$ cat config.mk
export PLATFORM = sky130hd
export DESIGN_NAME = serial_link_control_regs
export DESIGN_NICKNAME = d
export VERILOG_FILES = /design/src/hw/link_regs_pkg.sv /design/src/hw/serial_link_control_regs.sv /design/src/hw/pin_sync.sv
export VERILOG_INCLUDE_DIRS = /design/src /design/src/hw
export SDC_FILE = /design/constraint.sdc
export NUM_CORES = 1
export LEC_CHECK = 0
export BUFFER_PORTS_ARGS = -buffer_cell sky130_fd_sc_hd__buf_4
export CAP_MARGIN = 15
export CORE_ASPECT_RATIO = 1.5
export CORE_MARGIN = 2
export CORE_UTILIZATION = 58
export CTS_BUF_LIST = sky130_fd_sc_hd__clkbuf_4 sky130_fd_sc_hd__clkbuf_8 sky130_fd_sc_hd__clkbuf_16
export DETAILED_ROUTE_END_ITERATION = 12
export GPL_TIMING_DRIVEN = 1
export PLACE_DENSITY = 0.82
export SKIP_LAST_GASP = 1
export SLEW_MARGIN = 20
export SYNTH_ARGS = -nofsm -noshare
export SYNTH_HDL_FRONTEND = slang
export SYNTH_SLANG_ARGS = --single-unit
$ cat constraint.sdc
create_clock -name pclk -period 22.5 [get_ports pclk]
set_input_delay 5.625 -clock pclk [delete_from_list [all_inputs] [get_ports pclk]]
set_output_delay 5.625 -clock pclk [all_outputs]
set_load 0.01 [all_outputs]
$ cat src/hw/link_regs_defs.svh
// Purpose: register offsets, field positions, reset values for the serial link control bank
// Assumes: APB byte addressing, one 32-bit word per register
// Notes: printed offsets are not multiples of four, so they are register indices
`ifndef LINK_REGS_DEFS_SVH
`define LINK_REGS_DEFS_SVH

// Register indices; byte address is four times the index
`define IDX_LINK_SUBSYSTEM_ENABLE 12'h200
`define IDX_LINK_OUTPUT_MODE 12'h201
`define IDX_FRAMES_PER_MULTIFRAME 12'h202
`define IDX_SOFTWARE_SYNC_REQUEST 12'h203
`define IDX_LINK_CONTROL 12'h204
`define IDX_CALIBRATION_ENABLE 12'h210
`define IDX_LINK_STATUS 12'h211

// Reset values
`define RST_LINK_SUBSYSTEM_ENABLE 8'h01
`define RST_LINK_OUTPUT_MODE 8'h00
`define RST_FRAMES_PER_MULTIFRAME 8'h1f
`define RST_SOFTWARE_SYNC_REQUEST 8'h01
`define RST_LINK_CONTROL 8'h03
`define RST_CALIBRATION_ENABLE 8'h00

// Field positions in link_control
`define POS_SCRAMBLER_ENABLE 0
`define POS_SAMPLE_FORMAT 1
`define POS_SYNC_SEL_LO 2
`define POS_SYNC_SEL_HI 3
`define POS_UPPER_LANE_MAPPING 4

// Writable masks, reserved bits read zero
`define MASK_ENABLE 8'h01
`define MASK_OUTPUT_MODE 8'h3f
`define MASK_FRAMES 8'hff
`define MASK_SYNC_REQ 8'h01
`define MASK_LINK_CONTROL 8'h1f

// Sync source codes
`define SYNC_SRC_SINGLE_ENDED 2'h0
`define SYNC_SRC_TIMESTAMP 2'h1
`define SYNC_SRC_SOFTWARE 2'h2

// Multiframe constant for 64b/66b
`define EMB_BLOCK_SCALE 16'h0100

`endif

$ cat src/hw/link_regs_pkg.sv
// Purpose: types shared by the serial link control bank
// Assumes: nothing
// Notes: constants live in link_regs_defs.svh
package link_regs_pkg;
    typedef enum logic [1:0] {
        link_off,
        link_running
    } link_state_type;
endpackage

$ cat src/hw/serial_link_control_regs.sv
// Purpose: APB register bank controlling the serial link output subsystem
// Assumes: 125 MHz pclk, sync pins asynchronous, mode decode given by simple E/F/lane table
// Notes: zero wait-state APB slave, pslverr on unmapped addresses
`timescale 1ns/1ns
`include "link_regs_defs.svh"

module serial_link_control_regs #(
    parameter int MODE_COUNT = 64   // Number of output mode codes
) (
    input wire logic pclk,                 // APB clock
    input wire logic presetn,              // APB reset, active low
    input wire logic psel,                 // APB select
    input wire logic penable,              // APB enable
    input wire logic pwrite,               // APB direction
    input wire logic [15:0] paddr,         // APB byte address
    input wire logic [31:0] pwdata,        // APB write data
    output logic [31:0] prdata,            // APB read data
    output logic pready,                   // APB ready
    output logic pslverr,                  // APB error
    input wire logic single_ended_sync_pin_n, // Sync pin, low requests sync
    input wire logic timestamp_pin_pair_n, // Timestamp pair receiver out, low requests sync
    input wire logic timestamp_receiver_enabled, // Timestamp receiver enable level
    input wire logic sysref_pulse,         // SYSREF event, same clock domain
    output logic link_reset_n,             // Link subsystem reset, active low
    output logic serializer_power_down,    // Serializer power down
    output logic link_clock_enable,        // Link clock gate enable
    output logic sync_request,             // Resynchronisation request to link
    output logic [5:0] output_mode_select, // Selected output mode
    output logic [8:0] effective_frames,   // Frames per multiframe in use, K
    output logic sample_format,            // 1 two's complement, 0 offset binary
    output logic scrambler_active,         // Scrambling in effect
    output logic [7:0] lane_enable,        // Lanes in use
    output logic [7:0] multiframe_count,   // Local multiframe counter
    output logic calibration_enable        // Converter calibration enable
);

    ////////////////////////////////////////////////////////////////////////////
    // Register storage
    logic link_enable_reg;
    logic [5:0] output_mode_reg;
    logic [7:0] frames_per_multiframe_minus_one_reg;
    logic software_sync_request_n_reg;
    logic [4:0] link_control_reg;
    logic calibration_enable_reg;
    logic sync_pin_stuck_reg;
    logic [3:0] pin_low_count_reg;
    link_regs_pkg::link_state_type state_reg;

    logic se_sync_n;
    logic ts_sync_n;
    logic ts_rx_en;

    ////////////////////////////////////////////////////////////////////////////
    // Pin synchronisers
    pin_sync #(.RESET_LEVEL(1'b1)) sync_se (
        .pclk(pclk),
        .presetn(presetn),
        .pin_in(single_ended_sync_pin_n),
        .pin_out(se_sync_n)
    );
    pin_sync #(.RESET_LEVEL(1'b1)) sync_ts (
        .pclk(pclk),
        .presetn(presetn),
        .pin_in(timestamp_pin_pair_n),
        .pin_out(ts_sync_n)
    );
    pin_sync #(.RESET_LEVEL(1'b0)) sync_ts_en (
        .pclk(pclk),
        .presetn(presetn),
        .pin_in(timestamp_receiver_enabled),
        .pin_out(ts_rx_en)
    );

    ////////////////////////////////////////////////////////////////////////////
    // APB decode
    logic [13:0] word_index;
    logic addr_mapped;
    logic access;
    logic wr_en;

    assign word_index = paddr[15:2];
    assign access = psel && penable;
    assign wr_en = access && pwrite && addr_mapped;

    always_comb begin
        unique case (word_index)
            14'(`IDX_LINK_SUBSYSTEM_ENABLE),
            14'(`IDX_LINK_OUTPUT_MODE),
            14'(`IDX_FRAMES_PER_MULTIFRAME),
            14'(`IDX_SOFTWARE_SYNC_REQUEST),
            14'(`IDX_LINK_CONTROL),
            14'(`IDX_CALIBRATION_ENABLE),
            14'(`IDX_LINK_STATUS): addr_mapped = (paddr[1:0] == 2'h0);
            default: addr_mapped = 1'b0;
        endcase
    end

    function automatic logic hit(input logic [13:0] idx, input logic [11:0] target);
        hit = (idx == {2'h0, target});
    endfunction

    ////////////////////////////////////////////////////////////////////////////
    // Mode decode: 64b/66b flag, E, F and lane count
    logic mode_is_64b66b;
    logic [2:0] mode_e;
    logic [3:0] mode_f;
    logic [3:0] mode_lanes;

    // Modes 0..15 use 8b/10b; higher codes use 64b/66b
    always_comb begin
        mode_is_64b66b = (output_mode_reg >= 6'h10) && (32'(output_mode_reg) < MODE_COUNT);
        mode_e = 3'h1;
        mode_f = 4'(4'h1 << output_mode_reg[1:0]);
        mode_lanes = 4'(4'h1 << output_mode_reg[3:2]);
        if (output_mode_reg[4]) begin
            mode_e = 3'(3'h1 << output_mode_reg[5]);
        end
    end

    ////////////////////////////////////////////////////////////////////////////
    // Link enable and calibration enable
    always_ff @(posedge pclk or negedge presetn) begin
        if (!presetn) begin
            link_enable_reg <= 1'(`RST_LINK_SUBSYSTEM_ENABLE);
            calibration_enable_reg <= 1'(`RST_CALIBRATION_ENABLE);
        end else if (wr_en) begin
            if (hit(word_index, `IDX_LINK_SUBSYSTEM_ENABLE)) begin
                link_enable_reg <= pwdata[0];
            end
            if (hit(word_index, `IDX_CALIBRATION_ENABLE)) begin
                calibration_enable_reg <= pwdata[0];
            end
        end
    end

    ////////////////////////////////////////////////////////////////////////////
    // Configuration fields; writes land as issued, ordering is software's duty
    always_ff @(posedge pclk or negedge presetn) begin
        if (!presetn) begin
            output_mode_reg <= 6'(`RST_LINK_OUTPUT_MODE);
            frames_per_multiframe_minus_one_reg <= `RST_FRAMES_PER_MULTIFRAME;
            link_control_reg <= 5'(`RST_LINK_CONTROL);
        end else if (wr_en) begin
            if (hit(word_index, `IDX_LINK_OUTPUT_MODE)) begin
                output_mode_reg <= pwdata[5:0];
            end
            if (hit(word_index, `IDX_FRAMES_PER_MULTIFRAME)) begin
                frames_per_multiframe_minus_one_reg <= pwdata[7:0];
            end
            if (hit(word_index, `IDX_LINK_CONTROL)) begin
                link_control_reg <= pwdata[4:0];
            end
        end
    end

    always_ff @(posedge pclk or negedge presetn) begin
        if (!presetn) begin
            software_sync_request_n_reg <= 1'(`RST_SOFTWARE_SYNC_REQUEST);
        end else if (wr_en && hit(word_index, `IDX_SOFTWARE_SYNC_REQUEST)) begin
            software_sync_request_n_reg <= pwdata[0];
        end
    end

    ////////////////////////////////////////////////////////////////////////////
    // Sync request selection
    logic [1:0] sync_source;
    logic pin_request;
    logic request_now;

    assign sync_source = link_control_reg[`POS_SYNC_SEL_HI:`POS_SYNC_SEL_LO];

    always_comb begin
        unique case (sync_source)
            `SYNC_SRC_SINGLE_ENDED: pin_request = !se_sync_n;
            `SYNC_SRC_TIMESTAMP: pin_request = ts_rx_en && !ts_sync_n;
            default: pin_request = 1'b0;
        endcase
    end

    assign request_now = pin_request || !software_sync_request_n_reg;

    // Pin held low for long enough is flagged as stuck for status
    always_ff @(posedge pclk or negedge presetn) begin
        if (!presetn) begin
            pin_low_count_reg <= 4'h0;
            sync_pin_stuck_reg <= 1'b0;
        end else if (pin_request) begin
            if (pin_low_count_reg != 4'hf) begin
                pin_low_count_reg <= pin_low_count_reg + 4'h1;
            end
            sync_pin_stuck_reg <= (pin_low_count_reg == 4'hf);
        end else begin
            pin_low_count_reg <= 4'h0;
            sync_pin_stuck_reg <= 1'b0;
        end
    end

    ////////////////////////////////////////////////////////////////////////////
    // Link state and control outputs
    always_ff @(posedge pclk or negedge presetn) begin
        if (!presetn) begin
            state_reg <= link_regs_pkg::link_off;
        end else begin
            unique case (state_reg)
                link_regs_pkg::link_off: begin
                    if (link_enable_reg) begin
                        state_reg <= link_regs_pkg::link_running;
                    end
                end
                link_regs_pkg::link_running: begin
                    if (!link_enable_reg) begin
                        state_reg <= link_regs_pkg::link_off;
                    end
                end
                default: state_reg <= link_regs_pkg::link_off;
            endcase
        end
    end

    always_ff @(posedge pclk or negedge presetn) begin
        if (!presetn) begin
            link_reset_n <= 1'b0;
            serializer_power_down <= 1'b1;
            link_clock_enable <= 1'b0;
        end else begin
            link_reset_n <= link_enable_reg;
            serializer_power_down <= !link_enable_reg;
            link_clock_enable <= link_enable_reg;
        end
    end

    always_ff @(posedge pclk or negedge presetn) begin
        if (!presetn) begin
            sync_request <= 1'b0;
        end else begin
            sync_request <= link_enable_reg && request_now;
        end
    end

    ////////////////////////////////////////////////////////////////////////////
    // Effective K and multiframe counter
    logic [8:0] k_value;
    logic [15:0] k_64b66b;

    always_comb begin
        k_64b66b = 16'((`EMB_BLOCK_SCALE * 16'(mode_e)) / 16'(mode_f));
        if (mode_is_64b66b) begin
            k_value = 9'(k_64b66b);
        end else begin
            k_value = 9'(frames_per_multiframe_minus_one_reg) + 9'h1;
        end
    end

    always_ff @(posedge pclk or negedge presetn) begin
        if (!presetn) begin
            effective_frames <= 9'h020;
        end else begin
            effective_frames <= k_value;
        end
    end

    // Counter held in reset while disabled so SYSREF cannot align it
    always_ff @(posedge pclk or negedge presetn) begin
        if (!presetn) begin
            multiframe_count <= 8'h00;
        end else if (!link_enable_reg) begin
            multiframe_count <= 8'h00;
        end else if (sysref_pulse) begin
            multiframe_count <= 8'h00;
        end else if (9'(multiframe_count) + 9'h1 >= k_value) begin
            multiframe_count <= 8'h00;
        end else begin
            multiframe_count <= multiframe_count + 8'h01;
        end
    end

    ////////////////////////////////////////////////////////////////////////////
    // Format, scrambler, lane mapping
    always_ff @(posedge pclk or negedge presetn) begin
        if (!presetn) begin
            output_mode_select <= 6'(`RST_LINK_OUTPUT_MODE);
            sample_format <= 1'b1;
            scrambler_active <= 1'b1;
            lane_enable <= 8'h00;
            calibration_enable <= 1'b0;
        end else begin
            output_mode_select <= output_mode_reg;
            sample_format <= link_control_reg[`POS_SAMPLE_FORMAT];
            scrambler_active <= mode_is_64b66b || link_control_reg[`POS_SCRAMBLER_ENABLE];
            calibration_enable <= calibration_enable_reg;
            if (!link_enable_reg) begin
                lane_enable <= 8'h00;
            end else if (link_control_reg[`POS_UPPER_LANE_MAPPING] && mode_lanes <= 4'h4) begin
                lane_enable <= 8'(((8'h01 << mode_lanes) - 8'h01) << 4);
            end else begin
                lane_enable <= 8'((9'h001 << mode_lanes) - 9'h001);
            end
        end
    end

    ////////////////////////////////////////////////////////////////////////////
    // APB read and response
    logic [31:0] read_value;

    always_comb begin
        read_value = 32'h0000_0000;
        if (hit(word_index, `IDX_LINK_SUBSYSTEM_ENABLE)) begin
            read_value = {31'h0, link_enable_reg};
        end else if (hit(word_index, `IDX_LINK_OUTPUT_MODE)) begin
            read_value = {26'h0, output_mode_reg};
        end else if (hit(word_index, `IDX_FRAMES_PER_MULTIFRAME)) begin
            read_value = {24'h0, frames_per_multiframe_minus_one_reg};
        end else if (hit(word_index, `IDX_SOFTWARE_SYNC_REQUEST)) begin
            read_value = {31'h0, software_sync_request_n_reg};
        end else if (hit(word_index, `IDX_LINK_CONTROL)) begin
            read_value = {27'h0, link_control_reg};
        end else if (hit(word_index, `IDX_CALIBRATION_ENABLE)) begin
            read_value = {31'h0, calibration_enable_reg};
        end else if (hit(word_index, `IDX_LINK_STATUS)) begin
            read_value = {20'h0, effective_frames, sync_pin_stuck_reg, request_now,
                (state_reg == link_regs_pkg::link_running)};
        end
    end

    // Zero wait states: pready high in every access phase
    always_ff @(posedge pclk or negedge presetn) begin
        if (!presetn) begin
            pready <= 1'b0;
            pslverr <= 1'b0;
            prdata <= 32'h0000_0000;
        end else begin
            pready <= psel && !penable;
            pslverr <= psel && !penable && !addr_mapped;
            prdata <= (psel && !penable && !pwrite && addr_mapped) ? read_value : 32'h0000_0000;
        end
    end

endmodule // serial_link_control_regs

$ cat src/hw/pin_sync.sv
// Purpose: two flip-flop synchroniser for one pin level
// Assumes: pin is asynchronous to pclk
// Notes: first stage feeds only the second
`timescale 1ns/1ns
module pin_sync #(
    parameter logic RESET_LEVEL = 1'b1
) (
    input wire logic pclk,     // Clock
    input wire logic presetn,  // Asynchronous reset, active low
    input wire logic pin_in,   // Raw pin level
    output logic pin_out       // Synchronised level
);
    logic stage1_reg;

    always_ff @(posedge pclk or negedge presetn) begin
        if (!presetn) begin
            stage1_reg <= RESET_LEVEL;
            pin_out <= RESET_LEVEL;
        end else begin
            stage1_reg <= pin_in;
            pin_out <= stage1_reg;
        end
    end
endmodule // pin_sync

==> impl_results.html <==
<table>
<tr><th>Metric</th><th>Value</th></tr>
<tr><th colspan="2">Outcome</th></tr>
<tr><td>Status</td><td>finished clean</td></tr>
<tr><th colspan="2">Final layout</th></tr>
<tr><td>Ratio of cells with drive above 1 in the final layout</td><td>0.1923</td></tr>
<tr><td>Synth-to-Final Area Change</td><td>12.40%</td></tr>
<tr><td>Diodes inserted</td><td>0</td></tr>
<tr><td>Largest Register</td><td>prdata</td></tr>
<tr><td>Fin nets</td><td>1098</td></tr>
<tr><td>Registers with the most flip-flops</td><td>prdata: 12 flops, effective_frames: 9 flops</td></tr>
<tr><td>Max FFs per register</td><td>12</td></tr>
<tr><th colspan="2">CTS</th></tr>
<tr><td>Clock latency on the worst-skew pair</td><td>0.34 ns</td></tr>
<tr><td>Clk sinks</td><td>between 80 and 90</td></tr>
<tr><td>Total clock buffers created by CTS</td><td>9</td></tr>
<tr><td>Number of H-tree levels</td><td>3</td></tr>
<tr><td>Total setup buffers inserted after CTS</td><td>0</td></tr>
<tr><td>TritonCTS clock tree</td><td>yes</td></tr>
<tr><td>Root Buffer Master</td><td>sky130_fd_sc_hd__clkbuf_16</td></tr>
<tr><td>Clock tree buffer depth</td><td>2</td></tr>
<tr><td>Cts-stage hold buffer count</td><td>0</td></tr>
<tr><td>Clock transition at the registers of the reported paths</td><td>0.06 ns</td></tr>
<tr><td>CTS resizes</td><td>0</td></tr>
<tr><th colspan="2">Synth</th></tr>
<tr><td>Seq/Total Area, Yosys</td><td>0.2754</td></tr>
<tr><td>Number of synthesized flops with an enable pin</td><td>0</td></tr>
<tr><td>Number of distinct library cells after synthesis</td><td>93</td></tr>
<tr><td>Ys async rst share</td><td>1.000</td></tr>
<tr><td>Top post-synthesis cells by area</td><td>sky130_fd_sc_hd__dfrtp_1, sky130_fd_sc_hd__ha_1, sky130_fd_sc_hd__dfstp_2, sky130_fd_sc_hd__mux2_2, sky130_fd_sc_hd__nor2_1</td></tr>
<tr><td>Area of the mapped netlist</td><td>7801 um2</td></tr>
<tr><td>Library cell occupying the most area in the post-synthesis netlist</td><td>sky130_fd_sc_hd__dfrtp_1</td></tr>
<tr><td>Gate count after technology mapping</td><td>approximately 940</td></tr>
<tr><td>Mean cell area of the mapped netlist</td><td>slightly above 8 um2</td></tr>
<tr><td>#FFs+latches synth</td><td>between 80 and 90</td></tr>
<tr><td>Synth top area share</td><td>0.2181</td></tr>
<tr><td>Warnings, synthesis</td><td>0</td></tr>
<tr><td>Most used flip-flop cell after synthesis</td><td>sky130_fd_sc_hd__dfrtp_1</td></tr>
<tr><th colspan="2">Place</th></tr>
<tr><td>Routability Congestion</td><td>0.9538</td></tr>
<tr><td>Port Buf Inserts</td><td>84</td></tr>
<tr><td>DP HPWL</td><td>16.74 mm</td></tr>
<tr><td>Worst-case setup slack after placement</td><td>3.222 ns</td></tr>
<tr><th colspan="2">Power and ir drop</th></tr>
<tr><td>Leakage power figure</td><td>around 3.9 nW</td></tr>
<tr><td>Power density normalized to cell area</td><td>36.85 nW/um2</td></tr>
<tr><td>Worst IR Drop VDD</td><td>roughly 0.037 mV</td></tr>
<tr><td>Overall power consumption</td><td>0.3231 mW</td></tr>
<tr><th colspan="2">Worst setup path</th></tr>
<tr><td>Library cell contributing the largest single delay on the critical path</td><td>sky130_fd_sc_hd__or4b_1</td></tr>
<tr><td>Worst path max stage delay</td><td>about 0.84 ns</td></tr>
<tr><td>CP dominant cell by count</td><td>sky130_fd_sc_hd__ha_1</td></tr>
<tr><td>Register-to-register setup slack</td><td>2.61 ns</td></tr>
<tr><td>End of the worst register-to-register path</td><td>multiframe_count[6]$_DFF_PN0_</td></tr>
<tr><td>Beginning of the worst register-to-register path</td><td>output_mode_reg[0]$_DFFE_PN0P_</td></tr>
<tr><td>Arrival time at the worst endpoint</td><td>20.14 ns</td></tr>
<tr><td>Critical path launch point type</td><td>register</td></tr>
<tr><td>Crit path launch</td><td>output_mode_reg[0]$_DFFE_PN0P_</td></tr>
<tr><td>Destination of the critical timing path</td><td>multiframe_count[6]$_DFF_PN0_</td></tr>
<tr><td>Endpoint type of the worst setup path</td><td>register</td></tr>
<tr><td>R2R depth</td><td>66</td></tr>
<tr><td>Class of the most critical setup path</td><td>reg2reg</td></tr>
<tr><td>Data required time at the worst endpoint</td><td>between 20 and 25 ns</td></tr>
<tr><td>Crit-path max FO</td><td>17</td></tr>
<tr><th colspan="2">GRT</th></tr>
<tr><td>Overall overflow remaining after global route</td><td>0</td></tr>
<tr><td>Initial antenna violation count</td><td>0</td></tr>
<tr><td>Global routing usage summed across all routing layers</td><td>0.2982</td></tr>
<tr><td>Pin count of the biggest net entering global routing</td><td>86</td></tr>
<tr><td>Via count of the first global-routing pass</td><td>7478</td></tr>
<tr><td>First-pass GRT wire length</td><td>35.42 mm</td></tr>
<tr><th colspan="2">STA</th></tr>
<tr><td>Actual transition at the worst max-transition pin</td><td>~1.1 ns</td></tr>
<tr><td>Fin. max-slew vios</td><td>0</td></tr>
<tr><td>Count of endpoints failing setup in the final report</td><td>0</td></tr>
<tr><td>Fmax</td><td>between 50 and 60 MHz</td></tr>
<tr><td>Setup_tns</td><td>0 ns</td></tr>
<tr><td>Post-layout min period</td><td>between 15 and 20 ns</td></tr>
<tr><td>Number of hold violations in the final report</td><td>0</td></tr>
<tr><td>Worst Clk Skew</td><td>0.007196 ns</td></tr>
<tr><td>Relative max-transition margin</td><td>0.2659</td></tr>
<tr><td>Final Cycle Share</td><td>0.8841</td></tr>
<tr><td>Unrepaired setup endpoints after global routing</td><td>false</td></tr>
<tr><td>Worst-case setup margin in the final layout</td><td>2.609 ns</td></tr>
<tr><th colspan="2">Route</th></tr>
<tr><td>Via/cell ratio</td><td>6.652</td></tr>
<tr><td>Drt pass-1 iters</td><td>5</td></tr>
<tr><td>Count of vias placed by the detailed router</td><td>7769</td></tr>
<tr><td>Detailed router's first-iteration violation count</td><td>520</td></tr>
<tr><td>Wirelength per Cell</td><td>18.95 um</td></tr>
<tr><td>Total routed wirelength</td><td>22.14 mm</td></tr>
<tr><td>Post-route DRC</td><td>0</td></tr>
<tr><td>Remaining number of nets flagged by the antenna check after routing</td><td>0</td></tr>
<tr><th colspan="2">Floorplan</th></tr>
<tr><td>Number of placed I/O pins</td><td>129</td></tr>
<tr><td>Die Span Y</td><td>146.0 um</td></tr>
<tr><td>Num rows</td><td>just over 50</td></tr>
<tr><td>Area inside the core boundary</td><td>about 13000 um2</td></tr>
<tr><td>Die Footprint</td><td>14410 um2</td></tr>
<tr><td>Starting density of the core</td><td>0.5964</td></tr>
<tr><td>Die outline width</td><td>~100 um</td></tr>
<tr><th colspan="2">Job</th></tr>
<tr><td>Max-cap violations</td><td>0</td></tr>
<tr><th colspan="2">Min path</th></tr>
<tr><td>Hold/Removal Path Class</td><td>reg2reg</td></tr>
</table>
==> synth_stat cells (13+ instances only) <==
cell type / instances
sky130_fd_sc_hd__nor2_1: 88
sky130_fd_sc_hd__nor3_1: 34
sky130_fd_sc_hd__mux2_2: 32
sky130_fd_sc_hd__mux2i_1: 17
sky130_fd_sc_hd__o21a_1: 20
sky130_fd_sc_hd__inv_1: 36
sky130_fd_sc_hd__dfstp_2: 17
sky130_fd_sc_hd__dfrtp_1: 68
sky130_fd_sc_hd__buf_4: 21
sky130_fd_sc_hd__nand4_1: 16
sky130_fd_sc_hd__and2_1: 22
sky130_fd_sc_hd__and3_1: 16
sky130_fd_sc_hd__nand2_1: 79
sky130_fd_sc_hd__nor2b_1: 17
sky130_fd_sc_hd__ha_1: 36
sky130_fd_sc_hd__a21oi_1: 43
sky130_fd_sc_hd__xnor2_1: 14
sky130_fd_sc_hd__or3_1: 14
sky130_fd_sc_hd__nand3_1: 26
sky130_fd_sc_hd__o21ai_0: 44
sky130_fd_sc_hd__a21o_1: 13
sky130_fd_sc_hd__clkbuf_1: 26
==> per-stage QoR <==
stage	utilization	hold slack, ns	cells	area [um2]
2_1_floorplan	-	0.3312	958	7873
3_3_place_gp	0.6456	0.3343	1152	8446
5_1_grt	0.6703	0.3584	1168	8768
3_5_place_dp	0.6456	0.3482	1152	8446
4_1_cts	0.6700	0.3571	1168	8765
6_report	0.6703	0.3553	1168	8768
==> per-layer routing <==
layer | GRT usage | up-vias | routed length, um
li1 | - | 3622 | -
met1 | 0.3123 | 3676 | 7968
met2 | 0.5653 | 379 | 11740
met3 | 0.03159 | 92 | 1252
met4 | 0.1685 | 0 | 1170
met5 | 0 | - | 0
==> worst max-delay path: cells and delay by family (launching register included) <==
kind	cells	cell delay, ns
buffers and inverters	2	0.60
flip-flops	1	0.48
multiplexers	2	0.93
AO/OA/AOI/OAI	28	7.75
adder cells (fa/ha/maj)	8	2.87
AND/OR/NAND/NOR	26	7.14
==> how the worst min path moves through the flow <==
stage	startpoint	depth (start not counted)	slack [ns]	endpoint
2_1_floorplan	sync_ts_en.stage1_reg$_DFF_PN0_	0	0.33	sync_ts_en.pin_out$_DFF_PN0_
3_3_place_gp	sync_ts_en.stage1_reg$_DFF_PN0_	0	0.33	sync_ts_en.pin_out$_DFF_PN0_
3_5_place_dp	sync_ts.stage1_reg$_DFF_PN1_	0	0.35	sync_ts.pin_out$_DFF_PN1_
4_1_cts	sync_ts.stage1_reg$_DFF_PN1_	0	0.36	sync_ts.pin_out$_DFF_PN1_
5_1_grt	sync_ts.stage1_reg$_DFF_PN1_	0	0.36	sync_ts.pin_out$_DFF_PN1_
6_report	sync_ts.stage1_reg$_DFF_PN1_	0	0.36	sync_ts.pin_out$_DFF_PN1_
==> cell usage in the layout, fill, tap and decap left out, drive strengths merged, types with 6 or more instances in the layout <==
cell type	count
a41oi	6
dfstp	17
nor2	91
mux2i	17
a211oi	13
a211o	8
ha	36
xnor2	14
o31ai	10
nand2b	9
nand2	81
a31oi	11
nor3	36
o21a	20
xor2	12
or4	6
nor2b	17
clkbuf	10
o22ai	7
a222oi	6
mux2	32
buf	87
dfrtp	68
o31a	9
or3	15
and3	16
o211ai	10
nand3	26
inv	38
nor4	8
or2	12
and2	23
nand4	16
a21oi	45
o21ai	54
conb	20
a21o	13
==> cell type report <==
type | instances | area [um2]
clock buffers | 10 | 232.7
clock inverters | 6 | 86.33
fillers | 1065 | 4313
inverters | 37 | 138.9
multi-input cells | 784 | 5306
flip-flops and latches | 85 | 2148
well taps | 159 | 198.9
repair buffers | 87 | 656.9
==> logic make-up (layout without fill, tap and decap cells) <==
| logic type | after synthesis | in the layout | synth area share |
|---|---|---|---|
| AND/OR/NAND/NOR | 377 | 377 | 0.2516 |
| AO/OA/AOI/OAI | 275 | 275 | 0.2614 |
| buffers and inverters | 89 | 140 | 0.05357 |
| flip-flops | 85 | 85 | 0.2754 |
| multiplexers | 49 | 49 | 0.06800 |
| adder cells (fa/ha/maj) | 37 | 37 | 0.06030 |
| XOR/XNOR | 26 | 26 | 0.02919 |
| other | 1 | 20 | 0.0004807 |
==> where the power goes <==
part | total (mW) | switching (mW) | internal (mW)
combinational | 0.0125 | 0.00752 | 0.00495
sequential | 0.155 | 0.000744 | 0.154
clock | 0.155 | 0.0571 | 0.0983
total | 0.323 | 0.0654 | 0.258
Power figures use the tool's default switching activity.
